## config.mk

```make
export PLATFORM = sky130hd
export DESIGN_NAME = atp_rate_config
export DESIGN_NICKNAME = d
export VERILOG_FILES = /design/src/design/atp_pkg.sv /design/src/design/atp_cfg_if.sv /design/src/design/atp_rate_decoder.sv /design/src/design/atp_rate_config.sv
export SDC_FILE = /design/constraint.sdc
export NUM_CORES = 1
export LEC_CHECK = 0
export ABC_AREA = 0
export CAP_MARGIN = 5
export CELL_PAD_IN_SITES_DETAIL_PLACEMENT = 1
export CELL_PAD_IN_SITES_GLOBAL_PLACEMENT = 1
export CORE_ASPECT_RATIO = 1.1
export CORE_MARGIN = 2
export CORE_UTILIZATION = 45
export CTS_CLUSTER_DIAMETER = 150
export CTS_CLUSTER_SIZE = 28
export DETAILED_ROUTE_END_ITERATION = 8
export DONT_BUFFER_PORTS = 1
export PLACE_DENSITY = 0.74
export REMOVE_ABC_BUFFERS = 1
export SLEW_MARGIN = 20
export SYNTH_ARGS = -nofsm -noshare
export SYNTH_HDL_FRONTEND = slang
export SYNTH_SLANG_ARGS = --single-unit
```

## constraint.sdc

```tcl
create_clock -name sys_clk_i -period 3.3 [get_ports sys_clk_i]
set_input_delay 0.165 -clock sys_clk_i [delete_from_list [all_inputs] [get_ports sys_clk_i]]
set_output_delay 0.165 -clock sys_clk_i [all_outputs]
set_load 0.01 [all_outputs]
```

## src/design/atp_pkg.sv

```systemverilog
/*
 * Package: register map, fields, reset values and rate codes.
 * Assumes AXI4-Lite, 32-bit data, byte addresses.
 */
package atp_pkg;

    // ==========================================================
    // Register map (byte addresses)
    // ==========================================================
    localparam int unsigned ADDR_W            = 8;
    localparam logic [7:0]  OFF_RATE_CONFIG   = 8'h64;
    localparam logic [7:0]  OFF_PATH_CONFIG   = 8'h68;
    localparam logic [7:0]  OFF_INPUT_MODE    = 8'h6c;
    localparam logic [7:0]  OFF_APLL_SOURCE   = 8'h70;
    localparam logic [7:0]  OFF_OUTPUT_ENABLE = 8'h74;
    localparam logic [7:0]  OFF_STATUS        = 8'h78;

    // ==========================================================
    // Rate configuration register fields
    // ==========================================================
    localparam int unsigned BIT_FAIL_SQUELCH  = 6;
    localparam int unsigned BIT_DUTY_SELECT   = 5;
    localparam int unsigned BIT_BITS_RATE     = 4;
    localparam int unsigned RATE_LSB          = 0;
    localparam int unsigned RATE_W            = 3;
    localparam logic [7:0]  RATE_CONFIG_RST   = 8'h01;
    localparam logic [7:0]  RATE_CONFIG_WMASK = 8'h77;

    // ==========================================================
    // Other configuration fields
    // ==========================================================
    localparam int unsigned BIT_FROM_MAIN     = 0;
    localparam int unsigned BIT_FAMILY        = 0;
    localparam int unsigned BIT_APLL_SRC      = 0;
    localparam int unsigned BIT_CC_EN         = 0;
    localparam int unsigned BIT_BITS_EN       = 1;
    localparam logic        FROM_MAIN_RST     = 1'b0;
    localparam logic        APLL_SRC_RST      = 1'b0;
    localparam logic [1:0]  OUTPUT_EN_RST     = 2'h3;

    // Status bits
    localparam int unsigned ST_INPUT_FAIL     = 0;
    localparam int unsigned ST_CC_ACTIVE      = 1;
    localparam int unsigned ST_BITS_ACTIVE    = 2;
    localparam int unsigned ST_DPLL_RUN       = 3;
    localparam int unsigned ST_BITS_SONET     = 4;
    localparam int unsigned ST_APLL_FED       = 5;

    // ==========================================================
    // AXI responses
    // ==========================================================
    localparam logic [1:0]  RESP_OKAY         = 2'h0;
    localparam logic [1:0]  RESP_SLVERR       = 2'h2;

    // ==========================================================
    // Digital PLL rate codes
    // ==========================================================
    typedef enum logic [2:0] {
        ATP_RATE_SQUELCH = 3'h0,
        ATP_RATE_OCN     = 3'h1,
        ATP_RATE_12E1    = 3'h2,
        ATP_RATE_16E1    = 3'h3,
        ATP_RATE_24DS1   = 3'h4,
        ATP_RATE_16DS1   = 3'h5,
        ATP_RATE_E3      = 3'h6,
        ATP_RATE_DS3     = 3'h7
    } atp_rate_t;

    // Analogue PLL output before dividers, in kHz
    localparam logic [18:0] APLL_KHZ_OFF      = 19'h00000;
    localparam logic [18:0] APLL_KHZ_OCN      = 19'd311040;
    localparam logic [18:0] APLL_KHZ_12E1     = 19'd98304;
    localparam logic [18:0] APLL_KHZ_16E1     = 19'd131072;
    localparam logic [18:0] APLL_KHZ_24DS1    = 19'd148224;
    localparam logic [18:0] APLL_KHZ_16DS1    = 19'd98816;
    localparam logic [18:0] APLL_KHZ_E3       = 19'd274944;
    localparam logic [18:0] APLL_KHZ_DS3      = 19'd178944;

endpackage

```

## src/design/atp_cfg_if.sv

```systemverilog
/*
 * Rate setting out to the decoder, PLL controls back.
 * Assumes one shared clock.
 */
`timescale 1ns/1ps
`default_nettype none

interface atp_cfg_if;
    logic [2:0]  rate_field;
    logic        apll_src_main;
    logic        dpll_enable;
    logic [2:0]  dpll_mode;
    logic        apll_input_enable;
    logic        apll_from_main;
    logic [18:0] apll_freq_khz;

    modport ctrl (
        output rate_field,
        output apll_src_main,
        input  dpll_enable,
        input  dpll_mode,
        input  apll_input_enable,
        input  apll_from_main,
        input  apll_freq_khz
    );

    modport dec (
        input  rate_field,
        input  apll_src_main,
        output dpll_enable,
        output dpll_mode,
        output apll_input_enable,
        output apll_from_main,
        output apll_freq_khz
    );
endinterface

`default_nettype wire

```

## src/design/atp_rate_decoder.sv

```systemverilog
/*
 * Registered decode of the aux PLL rate field.
 * Assumes one clock, sys_clk_i.
 */
`timescale 1ns/1ps
`default_nettype none

module atp_rate_decoder (
    input  wire logic sys_clk_i,
    input  wire logic arst_n_i,
    atp_cfg_if.dec    cfg
);

    // ==========================================================
    // Lookup
    // ==========================================================
    logic [18:0] freq_nxt;

    always_comb begin
        case (cfg.rate_field)
            atp_pkg::ATP_RATE_SQUELCH: freq_nxt = atp_pkg::APLL_KHZ_OFF;
            atp_pkg::ATP_RATE_OCN:     freq_nxt = atp_pkg::APLL_KHZ_OCN;
            atp_pkg::ATP_RATE_12E1:    freq_nxt = atp_pkg::APLL_KHZ_12E1;
            atp_pkg::ATP_RATE_16E1:    freq_nxt = atp_pkg::APLL_KHZ_16E1;
            atp_pkg::ATP_RATE_24DS1:   freq_nxt = atp_pkg::APLL_KHZ_24DS1;
            atp_pkg::ATP_RATE_16DS1:   freq_nxt = atp_pkg::APLL_KHZ_16DS1;
            atp_pkg::ATP_RATE_E3:      freq_nxt = atp_pkg::APLL_KHZ_E3;
            atp_pkg::ATP_RATE_DS3:     freq_nxt = atp_pkg::APLL_KHZ_DS3;
            default:                   freq_nxt = atp_pkg::APLL_KHZ_OFF;
        endcase
        // Main-fed rate is set elsewhere
        if (cfg.apll_src_main) begin
            freq_nxt = atp_pkg::APLL_KHZ_OFF;
        end
    end

    // ==========================================================
    // Registered controls
    // ==========================================================
    always_ff @(posedge sys_clk_i or negedge arst_n_i) begin
        if (!arst_n_i) begin
            cfg.dpll_enable       <= 1'b1;
            cfg.dpll_mode         <= atp_pkg::ATP_RATE_OCN;
            cfg.apll_input_enable <= 1'b1;
            cfg.apll_from_main    <= 1'b0;
            cfg.apll_freq_khz     <= atp_pkg::APLL_KHZ_OCN;
        end else begin
            cfg.dpll_enable       <= (cfg.rate_field != atp_pkg::ATP_RATE_SQUELCH);
            cfg.dpll_mode         <= cfg.rate_field;
            // Squelch cuts the input, any source
            cfg.apll_input_enable <= (cfg.rate_field != atp_pkg::ATP_RATE_SQUELCH);
            cfg.apll_from_main    <= cfg.apll_src_main;
            cfg.apll_freq_khz     <= freq_nxt;
        end
    end

endmodule

`default_nettype wire

```

## src/design/atp_rate_config.sv

```systemverilog
/*
 * Aux timing path rate configuration: AXI4-Lite slave,
 * output squelch and BITS rate steering,
 * aux PLL rate control via the decoder.
 * Assumes inputs on sys_clk_i and one
 * outstanding AXI4-Lite access.
 */
// Implementation choice: the AXI4-Lite slave port.

`timescale 1ns/1ps
`default_nettype none

module atp_rate_config (
    input  wire logic        sys_clk_i,
    input  wire logic        arst_n_i,
    // AXI4-Lite slave
    input  wire logic [7:0]  s_axi_awaddr_i,
    input  wire logic [2:0]  s_axi_awprot_i,
    input  wire logic        s_axi_awvalid_i,
    output logic             s_axi_awready_o,
    input  wire logic [31:0] s_axi_wdata_i,
    input  wire logic [3:0]  s_axi_wstrb_i,
    input  wire logic        s_axi_wvalid_i,
    output logic             s_axi_wready_o,
    output logic [1:0]       s_axi_bresp_o,
    output logic             s_axi_bvalid_o,
    input  wire logic        s_axi_bready_i,
    input  wire logic [7:0]  s_axi_araddr_i,
    input  wire logic [2:0]  s_axi_arprot_i,
    input  wire logic        s_axi_arvalid_i,
    output logic             s_axi_arready_o,
    output logic [31:0]      s_axi_rdata_o,
    output logic [1:0]       s_axi_rresp_o,
    output logic             s_axi_rvalid_o,
    input  wire logic        s_axi_rready_i,
    // Device side
    input  wire logic        rate_family_preset_i,
    input  wire logic        aux_inputs_failed_i,
    output logic             composite_clock_enable_o,
    output logic             composite_clock_duty_5of8_o,
    output logic             bits_output_enable_o,
    output logic             bits_rate_sonet_o,
    output logic             aux_dpll_enable_o,
    output logic [2:0]       aux_dpll_mode_o,
    output logic             aux_apll_input_enable_o,
    output logic             aux_apll_from_main_o,
    output logic [18:0]      aux_apll_freq_khz_o
);

    // ==========================================================
    // Configuration state
    // ==========================================================
    logic [7:0] rate_cfg_r;
    logic       from_main_r;
    logic       family_r;
    logic       apll_src_r;
    logic [1:0] out_en_r;
    logic       preset_done_r;

    // ==========================================================
    // Write channel
    // ==========================================================
    typedef enum logic [1:0] {
        ATP_WS_COLLECT = 2'b01,
        ATP_WS_RESP    = 2'b10
    } atp_wstate_t;

    atp_wstate_t wstate_r;
    logic        aw_got_r;
    logic        w_got_r;
    logic [7:0]  waddr_r;
    logic [31:0] wdata_r;
    logic        wlane0_r;
    logic [1:0]  bresp_r;
    logic        aw_fire;
    logic        w_fire;
    logic        wr_do;
    logic        wr_hit;

    assign s_axi_awready_o = (wstate_r == ATP_WS_COLLECT) && !aw_got_r;
    assign s_axi_wready_o  = (wstate_r == ATP_WS_COLLECT) && !w_got_r;
    assign aw_fire         = s_axi_awvalid_i && s_axi_awready_o;
    assign w_fire          = s_axi_wvalid_i && s_axi_wready_o;
    assign wr_do           = (wstate_r == ATP_WS_COLLECT) && aw_got_r && w_got_r;
    assign s_axi_bvalid_o  = (wstate_r == ATP_WS_RESP);
    assign s_axi_bresp_o   = bresp_r;

    always_comb begin
        case (waddr_r)
            atp_pkg::OFF_RATE_CONFIG,
            atp_pkg::OFF_PATH_CONFIG,
            atp_pkg::OFF_INPUT_MODE,
            atp_pkg::OFF_APLL_SOURCE,
            atp_pkg::OFF_OUTPUT_ENABLE,
            atp_pkg::OFF_STATUS:        wr_hit = 1'b1;
            default:                    wr_hit = 1'b0;
        endcase
    end

    // AW and W in either order
    always_ff @(posedge sys_clk_i or negedge arst_n_i) begin
        if (!arst_n_i) begin
            aw_got_r <= 1'b0;
            w_got_r  <= 1'b0;
            waddr_r  <= 8'h00;
            wdata_r  <= 32'h0000_0000;
            wlane0_r <= 1'b0;
        end else begin
            if (aw_fire) begin
                aw_got_r <= 1'b1;
                waddr_r  <= {s_axi_awaddr_i[7:2], 2'b00};
            end
            if (w_fire) begin
                w_got_r  <= 1'b1;
                wdata_r  <= s_axi_wdata_i;
                wlane0_r <= s_axi_wstrb_i[0];
            end
            if (wr_do) begin
                aw_got_r <= 1'b0;
                w_got_r  <= 1'b0;
            end
        end
    end

    always_ff @(posedge sys_clk_i or negedge arst_n_i) begin
        if (!arst_n_i) begin
            wstate_r <= ATP_WS_COLLECT;
            bresp_r  <= atp_pkg::RESP_OKAY;
        end else begin
            case (wstate_r)
                ATP_WS_COLLECT: begin
                    if (wr_do) begin
                        wstate_r <= ATP_WS_RESP;
                        bresp_r  <= wr_hit ? atp_pkg::RESP_OKAY : atp_pkg::RESP_SLVERR;
                    end
                end
                ATP_WS_RESP: begin
                    if (s_axi_bready_i) begin
                        wstate_r <= ATP_WS_COLLECT;
                    end
                end
                default: begin
                    wstate_r <= ATP_WS_COLLECT;
                end
            endcase
        end
    end

    // ==========================================================
    // Register updates
    // ==========================================================
    logic wr_lane;

    // Only byte lane 0 carries register bits
    assign wr_lane = wr_do && wlane0_r;

    // Preset is sampled after release, not at reset
    always_ff @(posedge sys_clk_i or negedge arst_n_i) begin
        if (!arst_n_i) begin
            preset_done_r <= 1'b0;
        end else begin
            preset_done_r <= 1'b1;
        end
    end

    always_ff @(posedge sys_clk_i or negedge arst_n_i) begin
        if (!arst_n_i) begin
            rate_cfg_r <= atp_pkg::RATE_CONFIG_RST;
        end else if (!preset_done_r) begin
            rate_cfg_r[atp_pkg::BIT_BITS_RATE] <= rate_family_preset_i;
        end else if (wr_lane && waddr_r == atp_pkg::OFF_RATE_CONFIG) begin
            rate_cfg_r <= wdata_r[7:0] & atp_pkg::RATE_CONFIG_WMASK;
        end
    end

    always_ff @(posedge sys_clk_i or negedge arst_n_i) begin
        if (!arst_n_i) begin
            family_r <= 1'b0;
        end else if (!preset_done_r) begin
            family_r <= rate_family_preset_i;
        end else if (wr_lane && waddr_r == atp_pkg::OFF_INPUT_MODE) begin
            family_r <= wdata_r[atp_pkg::BIT_FAMILY];
        end
    end

    always_ff @(posedge sys_clk_i or negedge arst_n_i) begin
        if (!arst_n_i) begin
            from_main_r <= atp_pkg::FROM_MAIN_RST;
            apll_src_r  <= atp_pkg::APLL_SRC_RST;
            out_en_r    <= atp_pkg::OUTPUT_EN_RST;
        end else if (wr_lane) begin
            if (waddr_r == atp_pkg::OFF_PATH_CONFIG) begin
                from_main_r <= wdata_r[atp_pkg::BIT_FROM_MAIN];
            end
            if (waddr_r == atp_pkg::OFF_APLL_SOURCE) begin
                apll_src_r <= wdata_r[atp_pkg::BIT_APLL_SRC];
            end
            if (waddr_r == atp_pkg::OFF_OUTPUT_ENABLE) begin
                out_en_r <= {wdata_r[atp_pkg::BIT_BITS_EN], wdata_r[atp_pkg::BIT_CC_EN]};
            end
        end
    end

    // ==========================================================
    // Output steering
    // ==========================================================
    logic squelch_now;
    logic cc_en_nxt;
    logic bits_en_nxt;
    logic sonet_nxt;

    always_comb begin
        squelch_now = rate_cfg_r[atp_pkg::BIT_FAIL_SQUELCH] && aux_inputs_failed_i;
        cc_en_nxt   = out_en_r[atp_pkg::BIT_CC_EN] && !squelch_now;
        bits_en_nxt = out_en_r[atp_pkg::BIT_BITS_EN] && !squelch_now;
        if (from_main_r) begin
            sonet_nxt = family_r;
        end else begin
            sonet_nxt = rate_cfg_r[atp_pkg::BIT_BITS_RATE];
        end
    end

    always_ff @(posedge sys_clk_i or negedge arst_n_i) begin
        if (!arst_n_i) begin
            composite_clock_enable_o    <= 1'b0;
            bits_output_enable_o        <= 1'b0;
            composite_clock_duty_5of8_o <= 1'b0;
            bits_rate_sonet_o           <= 1'b0;
        end else begin
            composite_clock_enable_o    <= cc_en_nxt;
            bits_output_enable_o        <= bits_en_nxt;
            composite_clock_duty_5of8_o <= rate_cfg_r[atp_pkg::BIT_DUTY_SELECT];
            bits_rate_sonet_o           <= sonet_nxt;
        end
    end

    // ==========================================================
    // PLL rate control
    // ==========================================================
    atp_cfg_if cfg_bus ();

    assign cfg_bus.rate_field    = rate_cfg_r[atp_pkg::RATE_LSB +: atp_pkg::RATE_W];
    assign cfg_bus.apll_src_main = apll_src_r;

    atp_rate_decoder u_decoder (
        .sys_clk_i (sys_clk_i),
        .arst_n_i  (arst_n_i),
        .cfg       (cfg_bus.dec)
    );

    assign aux_dpll_enable_o       = cfg_bus.dpll_enable;
    assign aux_dpll_mode_o         = cfg_bus.dpll_mode;
    assign aux_apll_input_enable_o = cfg_bus.apll_input_enable;
    assign aux_apll_from_main_o    = cfg_bus.apll_from_main;
    assign aux_apll_freq_khz_o     = cfg_bus.apll_freq_khz;

    // ==========================================================
    // Read channel
    // ==========================================================
    typedef enum logic [1:0] {
        ATP_RS_IDLE = 2'b01,
        ATP_RS_DATA = 2'b10
    } atp_rstate_t;

    atp_rstate_t rstate_r;
    logic [31:0] rdata_r;
    logic [1:0]  rresp_r;
    logic [31:0] rd_word;
    logic        rd_hit;
    logic [7:0]  rd_addr;

    assign rd_addr         = {s_axi_araddr_i[7:2], 2'b00};
    assign s_axi_arready_o = (rstate_r == ATP_RS_IDLE);
    assign s_axi_rvalid_o  = (rstate_r == ATP_RS_DATA);
    assign s_axi_rdata_o   = rdata_r;
    assign s_axi_rresp_o   = rresp_r;

    always_comb begin
        rd_word = 32'h0000_0000;
        rd_hit  = 1'b1;
        case (rd_addr)
            atp_pkg::OFF_RATE_CONFIG:   rd_word[7:0] = rate_cfg_r;
            atp_pkg::OFF_PATH_CONFIG:   rd_word[atp_pkg::BIT_FROM_MAIN] = from_main_r;
            atp_pkg::OFF_INPUT_MODE:    rd_word[atp_pkg::BIT_FAMILY] = family_r;
            atp_pkg::OFF_APLL_SOURCE:   rd_word[atp_pkg::BIT_APLL_SRC] = apll_src_r;
            atp_pkg::OFF_OUTPUT_ENABLE: rd_word[1:0] = out_en_r;
            atp_pkg::OFF_STATUS: begin
                rd_word[atp_pkg::ST_INPUT_FAIL]  = aux_inputs_failed_i;
                rd_word[atp_pkg::ST_CC_ACTIVE]   = composite_clock_enable_o;
                rd_word[atp_pkg::ST_BITS_ACTIVE] = bits_output_enable_o;
                rd_word[atp_pkg::ST_DPLL_RUN]    = cfg_bus.dpll_enable;
                rd_word[atp_pkg::ST_BITS_SONET]  = bits_rate_sonet_o;
                rd_word[atp_pkg::ST_APLL_FED]    = cfg_bus.apll_input_enable;
            end
            default:                    rd_hit = 1'b0;
        endcase
    end

    always_ff @(posedge sys_clk_i or negedge arst_n_i) begin
        if (!arst_n_i) begin
            rstate_r <= ATP_RS_IDLE;
            rdata_r  <= 32'h0000_0000;
            rresp_r  <= atp_pkg::RESP_OKAY;
        end else begin
            case (rstate_r)
                ATP_RS_IDLE: begin
                    if (s_axi_arvalid_i) begin
                        rstate_r <= ATP_RS_DATA;
                        rdata_r  <= rd_word;
                        rresp_r  <= rd_hit ? atp_pkg::RESP_OKAY : atp_pkg::RESP_SLVERR;
                    end
                end
                ATP_RS_DATA: begin
                    if (s_axi_rready_i) begin
                        rstate_r <= ATP_RS_IDLE;
                    end
                end
                default: begin
                    rstate_r <= ATP_RS_IDLE;
                end
            endcase
        end
    end

endmodule

`default_nettype wire

```

==> results of run 1 <==
## timing repair
| action | CTS | global route |
|---|---|---|
| gates resized for setup | 0 | 0 |
| setup buffers | 0 | 0 |
| setup endpoints to repair | 0 | 0 |
| hold endpoints to repair | 79 | 0 |
| hold buffers | 22 | 0 |
## worst max-delay path by stage
stage | start | endpoint | slack (ns) | cells after the start
after floorplan | wstate_r[0]$_DFFE_PN1P_ | waddr_r[3]$_DFFE_PN0P_ | 1.51 | 2
after global placement | wstate_r[0]$_DFFE_PN1P_ | rate_cfg_r[5]$_DFFE_PN0P_ | 1.56 | 3
after detailed placement | wstate_r[0]$_DFFE_PN1P_ | rate_cfg_r[1]$_DFFE_PN0P_ | 1.52 | 3
after CTS | wstate_r[0]$_DFFE_PN1P_ | rate_cfg_r[5]$_DFFE_PN0P_ | 1.45 | 3
after global routing | wstate_r[0]$_DFFE_PN1P_ | rate_cfg_r[5]$_DFFE_PN0P_ | 1.42 | 3
final | wstate_r[0]$_DFFE_PN1P_ | rate_cfg_r[5]$_DFFE_PN0P_ | 1.48 | 3
## per-layer routing
metal  global-route usage  vias up  share of wire
met4               0.0705        0          0.012
met3               0.0695        6          0.065
met1                0.215      873           0.40
met2                0.309       65           0.52
met5                    0        -              0
li1                     -      823              -
## stage by stage
step | std cells | hold WS [ns] | worst slack [ns] | total power, W | area [µm²]
after floorplan | 232 | -0.131 | 1.51 | 0.00158 | 2640
after global placement | 313 | -0.128 | 1.56 | 0.00170 | 2750
after detailed placement | 313 | -0.128 | 1.52 | 0.00174 | 2750
after CTS | 351 | 0.0139 | 1.45 | 0.00239 | 3170
after global routing | 351 | 0.0151 | 1.42 | 0.00253 | 3170
final | 351 | 0.0208 | 1.48 | 0.00236 | 3170
## flip-flops by register name, summed over array words and instances, names as in the netlist, 2 cells and up
register                     cells
rstate_r                         2
u_decoder.cfg.apll_freq_khz     10
waddr_r                          6
rate_cfg_r                       6
out_en_r                         2
wdata_r                          6
u_decoder.cfg.dpll_mode          3
s_axi_rdata_o                    7
wstate_r                         2
## kinds of logic after synthesis
group                      Yosys count  synth area share
and+or+nand+nor                     64             0.152
DFF                                 59             0.530
buffers and inverters               55             0.123
AOI/OAI and AO/OA                   32            0.0715
muxes                               26             0.103
adders and majority gates            4            0.0178
other                                2           0.00267
## power breakdown
| part | internal, W | leakage (nW) | switching (W) |
|---|---|---|---|
| clock | 0.000332 | 0.0965 | 0.000265 |
| sequential | 0.000972 | 0.712 | 0.000269 |
| combinational | 0.000253 | 0.621 | 0.000272 |
| total | 0.00156 | 1.43 | 0.000806 |
## cells in the mapped netlist (3+ instances only)
master	number	share of area
dfrtp_1	45	0.40
buf_4	37	0.099
mux2_2	23	0.092
dfstp_2	14	0.13
nor2_1	14	0.019
inv_1	11	0.015
a21oi_1	8	0.014
nand2_1	8	0.011
a31oi_1	7	0.016
clkbuf_1	7	0.0093
o21ai_0	7	0.012
nand3b_1	6	0.016
nand3_1	5	0.0089
ha_1	4	0.018
nand2b_1	4	0.0089
nand4b_1	4	0.012
and3b_1	3	0.0093
and4b_1	3	0.011
mux2i_1	3	0.011
nor2b_1	3	0.0067
## layout make-up
type	instances	area share
clock buffers	14	0.0545
clock inverters	2	0.00316
inverters	11	0.0130
multi-input cells	162	0.349
flip-flops and latches	59	0.472
well taps	80	0.0316
repair buffers	23	0.0774
==> results.toml, run 1 <==
[status]
outcome = "finished, final reports clean"

[routing]
wl_per_cell_um = 16.4
drt-initial-drc-count = 34
vias_per_cell = 5.03
dr.pass1.iters = 4
wl_mm = 5.77
num_vias = 1767
drcViolationCount = 0
final_antenna_net_count = 0

[grt]
grt_usage = 0.185
grt_antenna_before_repair = 0
grt_pass1_wl_mm = 9.47
grt_pass1_vias = 1836
grt_max_degree = 60
grt-ovfl-total = 0

[sta]
fin_crit_sh = 0.551
max_freq_mhz = 550
rsz0062_at_grt = "no"
setup-violations-final = 0
tns_ns = 0
finalHoldViolations = 0
worst_pin_slew_ns = 0.582
finClkSkew_ns = 0.00903
finalCriticalPeriod_ns = 1.82
slew_viol_final = 0
relSlewSlack = 0.610

[floorplanning]
fp.dieW_um = 79.4
top_level_ports = 137
core-area_um2 = 6120
row_count = 30
initial_utilization = 0.460
die_y_um = 87.0
die_area_um2 = 6910

[clock_network]
cts-root-buf = "clkbuf_8"
cts_tree = "done"
cts_buffer_depth = 2
h-tree-depth = 3
cts_made_buffers = 9
clk_latency_ns = 0.34
clkTransAtPathRegs_ns = 0.06
cts_sinks = 59

[place]
place.gp.congestion = 0.699
numPortBuffers = 0
hpwl_mm = 3.79

[hold_path]
hp-class = "input port to flop"
hold_end = "s_axi_rdata_o[4]$_DFFE_PN0P_"
min_from = "s_axi_araddr_i[4]"
worst_hold_path.num_cells = 2

[setup_path]
path_delay_family = "simple AND/OR/NAND/NOR gates"
crit_arrival_ns = 2.03
critPathRequiredTime_ns = 3.51
crit_path_max_incr_delay_ns = 0.59
ff2ff_path_depth = 3
regToRegEndpoint = "rate_cfg_r[5]$_DFFE_PN0P_"
cp_max_fo = 8
reg2reg_setup_slack_ns = 1.48
cp_num_buf_inv = 0
worstSetupEndpointType = "flop"
crit_chain = "nand4b_4 -> nor4_4 -> mux2_2"
cp_slowest_cell = "dfstp_2"
cp-start-kind = "flop"
r2r-start = "wstate_r[0]$_DFFE_PN1P_"
path_class = "flop to flop"

[logic_synthesis]
syn_area_per_cell_um2 = 11.6
ys.flop_type = "dfrtp_1"
ys_types = 41
synth_area_um2 = 2820
ys_seq_area_frac = 0.530
synth_warnings = 0
synth_edf_count = 0
async_flop_share = 1.00
netlist_instances = 242
synth_seq_cells = 59

[final_layout]
final_layout_size_suffix_gt1_frac = 0.214
multi_input_area_um2 = 1100
final_common_cell = "dfrtp_1"
fillers = 666
synthToLayoutAreaGrowth_pct = 12.5
seq_area_um2 = 1490
final_cell_mix = "dfrtp_1 (45), conb_1 (36), mux2_2 (23)"
diodes = 0
fin_util = 0.518
nets = 337

[power_and_ir_drop]
ir_drop_uv = 470
power_leakage_nw = 1.43
p_per_area_nw_per_um2 = 746

[run]
cap_violations = 0
Note: power is estimated with default switching activity, not from simulation.
==> run 2: changes to the inputs <==
Settings changed: ABC_AREA 0 to 1, CORE_UTILIZATION 45 to 44, PLACE_DENSITY 0.74 to 0.76.
Clock period 3.3 ns to 1.7 ns, I/O delays scaled along.
==> run 2 against run 1 <==
Against the previous run: final area increased by 5.2%; synthesized area increased by 2.6%; sequential share of layout area decreased by 2.3 points; worst setup slack got worse by 1.2 ns; worst hold slack improved by 0.037 ns; critical endpoint is now u_decoder.cfg.apll_freq_khz[17]$_DFF_PN0_; largest cell class unchanged.
==> results.toml, run 2 <==
[status]
outcome = "finished, final reports clean"

[final_layout]
synthToLayoutAreaGrowth_pct = 15.3
diodes = 0
nets = 429
final_layout_size_suffix_gt1_frac = 0.129
fillers = 731
final_cell_mix = "nand2_1 (75), dfrtp_1 (45), inv_1 (41)"
top_register = "u_decoder.cfg.apll_freq_khz"
final_common_cell = "nand2_1"
final_cell_area_um2 = 3330
largest_reg_flops = 10

[place]
place_area_um2 = 2830
hpwl_mm = 4.22
place.gp.congestion = 0.768
numPortBuffers = 0

[logic_synthesis]
synth_warnings = 0
synthTopCellsByArea = "dfrtp_1 (39%), dfstp_2 (13%), nand2_1 (9.7%)"
yosys-top-cells-count = "nand2_1 (75), dfrtp_1 (45), inv_1 (41), buf_4 (37), nor2_1 (34)"
ys_seq_area_frac = 0.517
synth_area_um2 = 2890
netlist_instances = 330
async_flop_share = 1.00
synth_seq_cells = 59
ys.flop_type = "dfrtp_1"
synth_edf_count = 0
ys_types = 28
synth_top_area_frac = 0.390
yosysMostFrequentCell = "nand2_1"
syn_area_per_cell_um2 = 8.76
yosysTopAreaCell = "dfrtp_1"

[grt]
grt_pass1_vias = 2179
grt_antenna_before_repair = 0
grt_max_degree = 60
grt_usage = 0.192
grt_pass1_wl_mm = 10.3
grt-ovfl-total = 0

[setup_path]
worstSetupEndpointType = "flop"
cp_max_fo = 5
crit_chain = "inv_1 -> ha_1 -> nand2_1 -> inv_1 -> a211oi_1"
crit_arrival_ns = 1.69
cp_slowest_cell = "dfstp_2"
startpoint = "rate_cfg_r[0]$_DFFE_PN1P_"
cp_num_buf_inv = 2
cp_common_cell = "inv_1"
path_delay_family = "flip-flops"
cp-start-kind = "flop"
critPathRequiredTime_ns = 1.95
path_class = "flop to flop"
r2r-start = "rate_cfg_r[0]$_DFFE_PN1P_"
crit_path_max_incr_delay_ns = 0.58

[clock_network]
cts_sinks = 59
cts_buffer_depth = 2
cts_tree = "done"
cts_made_buffers = 9
cts_resized = 0
clkTransAtPathRegs_ns = 0.08
clk_latency_ns = 0.35
cts-root-buf = "clkbuf_8"
h-tree-depth = 3

[floorplanning]
die_area_um2 = 7230
fp.dieW_um = 81.3
row_count = 30
initial_utilization = 0.461
top_level_ports = 137
core-area_um2 = 6270
die_y_um = 89.0

[hold_path]
min_from = "aux_inputs_failed_i"
hp-class = "input port to flop"

[sta]
max_freq_mhz = 695
tns_ns = 0
slew_viol_final = 0
rsz0062_at_grt = "no"
finClkSkew_ns = 0.0170
finalCriticalPeriod_ns = 1.44
timing.hold.ws_ns = 0.0576
finalHoldViolations = 0
setup-violations-final = 0
fin_crit_sh = 0.847

[routing]
num_vias = 2083
final_antenna_net_count = 0
drt-initial-drc-count = 68
drcViolationCount = 0
wl_mm = 6.32
vias_per_cell = 4.70
wl_per_cell_um = 14.3
dr.pass1.iters = 4

[power_and_ir_drop]
p_sw_w = 0.00146
total_power_w = 0.00462
power.share.clock = 0.375
power_leakage_nw = 1.69
p_int_w = 0.00316
ir_drop_uv = 955
combPwrFrac = 0.203
switching_share = 0.315
p_per_area_nw_per_um2 = 1390
pwr-share-seq = 0.423

[run]
cap_violations = 0
-- run 2: cell types whose count changed in the layout (fill, tap and decap cells not counted), moves of 4 or more --
cell / previous run / this run
nand2_1: 8 / 75
inv_1: 11 / 41
mux2_2: 23 / 0
nor2_1: 14 / 34
nand3_1: 5 / 20
a31oi_1: 7 / 0
o21ai_1: 0 / 6
a21oi_1: 8 / 13
nand3b_1: 6 / 1
bufinv_16: 0 / 4
nand2b_1: 4 / 0
nand4b_1: 4 / 0
nor2_4: 0 / 4
-- run 2: worst reg2reg max path: stages, from the launching register on --
cell	delay (ns)
dfstp_2	0.58
inv_1	0.11
ha_1	0.33
nand2_1	0.08
inv_1	0.06
a211oi_1	0.18
-- run 2: logic make-up (layout without fill, tap and decap cells) --
family | count (synthesis) | after routing | share of synthesized area
AOI/OAI and AO/OA | 33 | 33 | 0.0615
adders and majority gates | 4 | 4 | 0.0173
buffers and inverters | 83 | 82 | 0.158
DFF | 59 | 59 | 0.517
other | 2 | 36 | 0.00260
and+or+nand+nor | 149 | 149 | 0.243
-- run 2: metal layers --
metal | part of all wire | vias to the layer above | global-route usage
met5 | 0 | - | 0
met4 | 0.021 | 0 | 0.0755
met3 | 0.067 | 14 | 0.0687
met2 | 0.53 | 65 | 0.346
met1 | 0.38 | 1000 | 0.204
li1 | - | 1004 | -
-- run 2: layout make-up --
| class | instances | area (µm²) | area share |
|---|---|---|---|
| tap | 80 | 100 | 0.0300 |
| sequential | 59 | 1490 | 0.448 |
| clock buffer | 11 | 141 | 0.0424 |
| multi-input combinational | 222 | 1070 | 0.320 |
| clock inverter | 5 | 125 | 0.0375 |
| timing repair buffer | 23 | 245 | 0.0736 |
| inverter | 43 | 161 | 0.0484 |
-- run 2: repair_timing --
action                    CTS  global route
hold buffers               22             0
hold endpoints to repair   83             0
setup buffers               0             0
-- run 2: path summary, 6_finish.rpt --
check	endpoint	slack [ns]	depth (start not counted)
worst max-delay path	u_decoder.cfg.apll_freq_khz[17]$_DFF_PN0_	0.26	5
worst min-delay path	s_axi_rdata_o[0]$_DFFE_PN0P_	0.06	4
worst max register to register	u_decoder.cfg.apll_freq_khz[17]$_DFF_PN0_	0.26	5
worst min register to register	u_decoder.cfg.dpll_mode[0]$_DFF_PN1_	0.42	0
max in group asynchronous	u_decoder.cfg.apll_freq_khz[10]$_DFF_PN1_	1.14	2
min in group asynchronous	u_decoder.cfg.apll_freq_khz[14]$_DFF_PN0_	0.26	2
-- run 2: power by group through the flow --
stage	Sequential (W)	Combinational, W	Clock [W]
after floorplan	0.00191	0.000704	0
after global placement	0.00195	0.000817	0
after detailed placement	0.00198	0.000851	0
after CTS	0.00196	0.000940	0.00177
after global routing	0.00199	0.00109	0.00184
final	0.00195	0.000936	0.00173
-- run 2: per-stage QoR --
stage / worst slack (ns) / instances / util
global placement: 0.281 / 405 / 0.451
global route: 0.0999 / 443 / 0.532
CTS: 0.204 / 443 / 0.532
floorplan: 0.402 / 324 / -
finish: 0.261 / 443 / 0.532
detailed placement: 0.260 / 405 / 0.451
==> run 3: changes to the inputs <==
Settings changed: ABC_AREA 1 to 0, CORE_UTILIZATION 44 to 42, PLACE_DENSITY 0.76 to 0.72.
Clock period 1.7 ns to 1.3 ns, I/O delays scaled along.
==> run 3 against run 2 <==
Against the previous run: the flow now finishes with violations (negative hold slack, negative setup slack); non-clock buffer count up 37; power up 64%; core utilization up 3.8 points.
==> results.toml, run 3 (synthesis gave the netlist of run 1 again) <==
[status]
outcome = "finished, violations left"
violations = "negative hold slack, negative setup slack"

[floorplanning]
initial_utilization = 0.430
die_area_um2 = 7380
die_y_um = 89.9
top_level_ports = 137
fp.dieW_um = 82.1
row_count = 31
core-area_um2 = 6560

[sta]
finClkSkew_ns = 0.00620
rsz0062_at_grt = "yes"
max_freq_mhz = 624
setup_slack_ns = -0.302
setup-violations-final = 32
fin_crit_sh = 1.23
slew_viol_final = 0
tns_ns = -6.48
timing.hold.ws_ns = -0.585
finalHoldViolations = 59
finalCriticalPeriod_ns = 1.60

[final_layout]
final_layout_size_suffix_gt1_frac = 0.367
final_cell_area_um2 = 3740
final_cell_mix = "dfrtp_1 (45), conb_1 (36), dlygate4sd3_1 (22), buf_4 (22), mux2_4 (18)"
nets = 374
final_common_cell = "dfrtp_1"
largest_reg_flops = 10
diodes = 0
top_register = "u_decoder.cfg.apll_freq_khz"
synthToLayoutAreaGrowth_pct = 32.7

[power_and_ir_drop]
ir_drop_uv = 1230
p_per_area_nw_per_um2 = 2030
power_leakage_nw = 1.73

[setup_path]
startpoint = "waddr_r[7]$_DFFE_PN0P_"
crit_arrival_ns = 1.87
ff2ff_path_depth = 4
r2r-start = "waddr_r[7]$_DFFE_PN0P_"
path_class = "flop to flop"
crit_path_max_incr_delay_ns = 0.39
worstSetupEndpointType = "flop"
cp-start-kind = "flop"
critPathRequiredTime_ns = 1.57
cp_slowest_cell = "dfrtp_1"
crit_chain = "nand3b_1 -> buf_6 -> nor4_4 -> mux2_2"
cp_max_fo = 3

[clock_network]
cts_hold_buf = 23
clkTransAtPathRegs_ns = 0.07
cts_tree = "done"
cts-root-buf = "clkbuf_8"
cts_made_buffers = 9
clk_latency_ns = 0.34
cts_sinks = 59
cts_buffer_depth = 2
h-tree-depth = 3

[grt]
grt_pass1_vias = 2149
grt_pass1_wl_mm = 11.1
grt_antenna_before_repair = 0
grt_max_degree = 60
grt_usage = 0.199
grt-ovfl-total = 0

[routing]
drt-initial-drc-count = 55
vias_per_cell = 5.09
drcViolationCount = 0
num_vias = 1986
wl_per_cell_um = 17.8
final_antenna_net_count = 0
wl_mm = 6.95
dr.pass1.iters = 4

[run]
cap_violations = 0

[hold_path]
hp-class = "input port to asynchronous set/reset pin"

[place]
place.gp.congestion = 0.733
numPortBuffers = 0
place_area_um2 = 2950
hpwl_mm = 4.40
run 3: cell types whose count changed in the layout (fill, tap and decap cells not counted), moves of 7 or more:
cell,before,now
mux2_4,0,18
inv_1,41,10
nand3_1,20,5
nand2_1,75,7
buf_6,0,15
a31oi_1,0,7
nor2_1,34,10
buf_4,1,22
run 3: critical path, delay by kind of cell (launching register included):
kind / cells / cell delay [ns]
buf+inv: 1 / 0.19
mux: 1 / 0.37
simple gates: 2 / 0.58
flops: 1 / 0.39
run 3: metal layers:
metal,global-route usage,vias to the layer above,routed length [µm]
met5,0,-,0
met4,0.0667,0,155
met3,0.0552,16,427
met2,0.341,81,3730
met1,0.236,994,2640
li1,-,895,-
run 3: worst paths after layout:
kind,end,slack [ns]
worst min register to register,composite_clock_duty_5of8_o$_DFF_PN0_,0.42
min in group sys_clk_i,s_axi_rdata_o[2]$_DFFE_PN0P_,0.02
max in group asynchronous,rstate_r[0]$_DFFE_PN1P_,1.68
worst min-delay path,w_got_r$_DFFE_PN0P_,-0.58
worst max register to register,out_en_r[0]$_DFFE_PN1P_,-0.30
worst max-delay path,out_en_r[0]$_DFFE_PN1P_,-0.30
run 3: metrics by stage:
stage | hold slack [ns] | worst slack (ns) | utilization | total power, W | instances
finish | -0.585 | -0.302 | 0.570 | 0.00759 | 390
CTS | -0.602 | -0.261 | 0.552 | 0.00730 | 385
global route | -0.611 | -0.385 | 0.570 | 0.00804 | 390
detailed placement | -0.229 | -0.348 | 0.450 | 0.00490 | 342
floorplan | -0.231 | -0.487 | - | 0.00401 | 232
global placement | -0.229 | -0.305 | 0.450 | 0.00477 | 342
run 3: area by class of cell:
| type | count | area (µm²) |
|---|---|---|
| multi-input combinational | 162 | 1320 |
| fill | 683 | 2820 |
| sequential | 59 | 1490 |
| inverter | 11 | 43.8 |
| clock inverter | 4 | 47.5 |
| tap | 82 | 103 |
| timing repair buffer | 60 | 567 |
| clock buffer | 12 | 165 |
run 3: what timing repair did:
action | in CTS | in global routing
setup endpoints to repair | 28 | 41
hold endpoints to repair | 88 | 59
setup buffers | 5 | 8
gates resized for setup | 42 | 22
pin swaps | 8 | 6
run 3: power by group:
part | switching (W) | internal [W]
Clock | 0.000719 | 0.00103
Combinational | 0.00124 | 0.00154
Sequential | 0.000582 | 0.00247
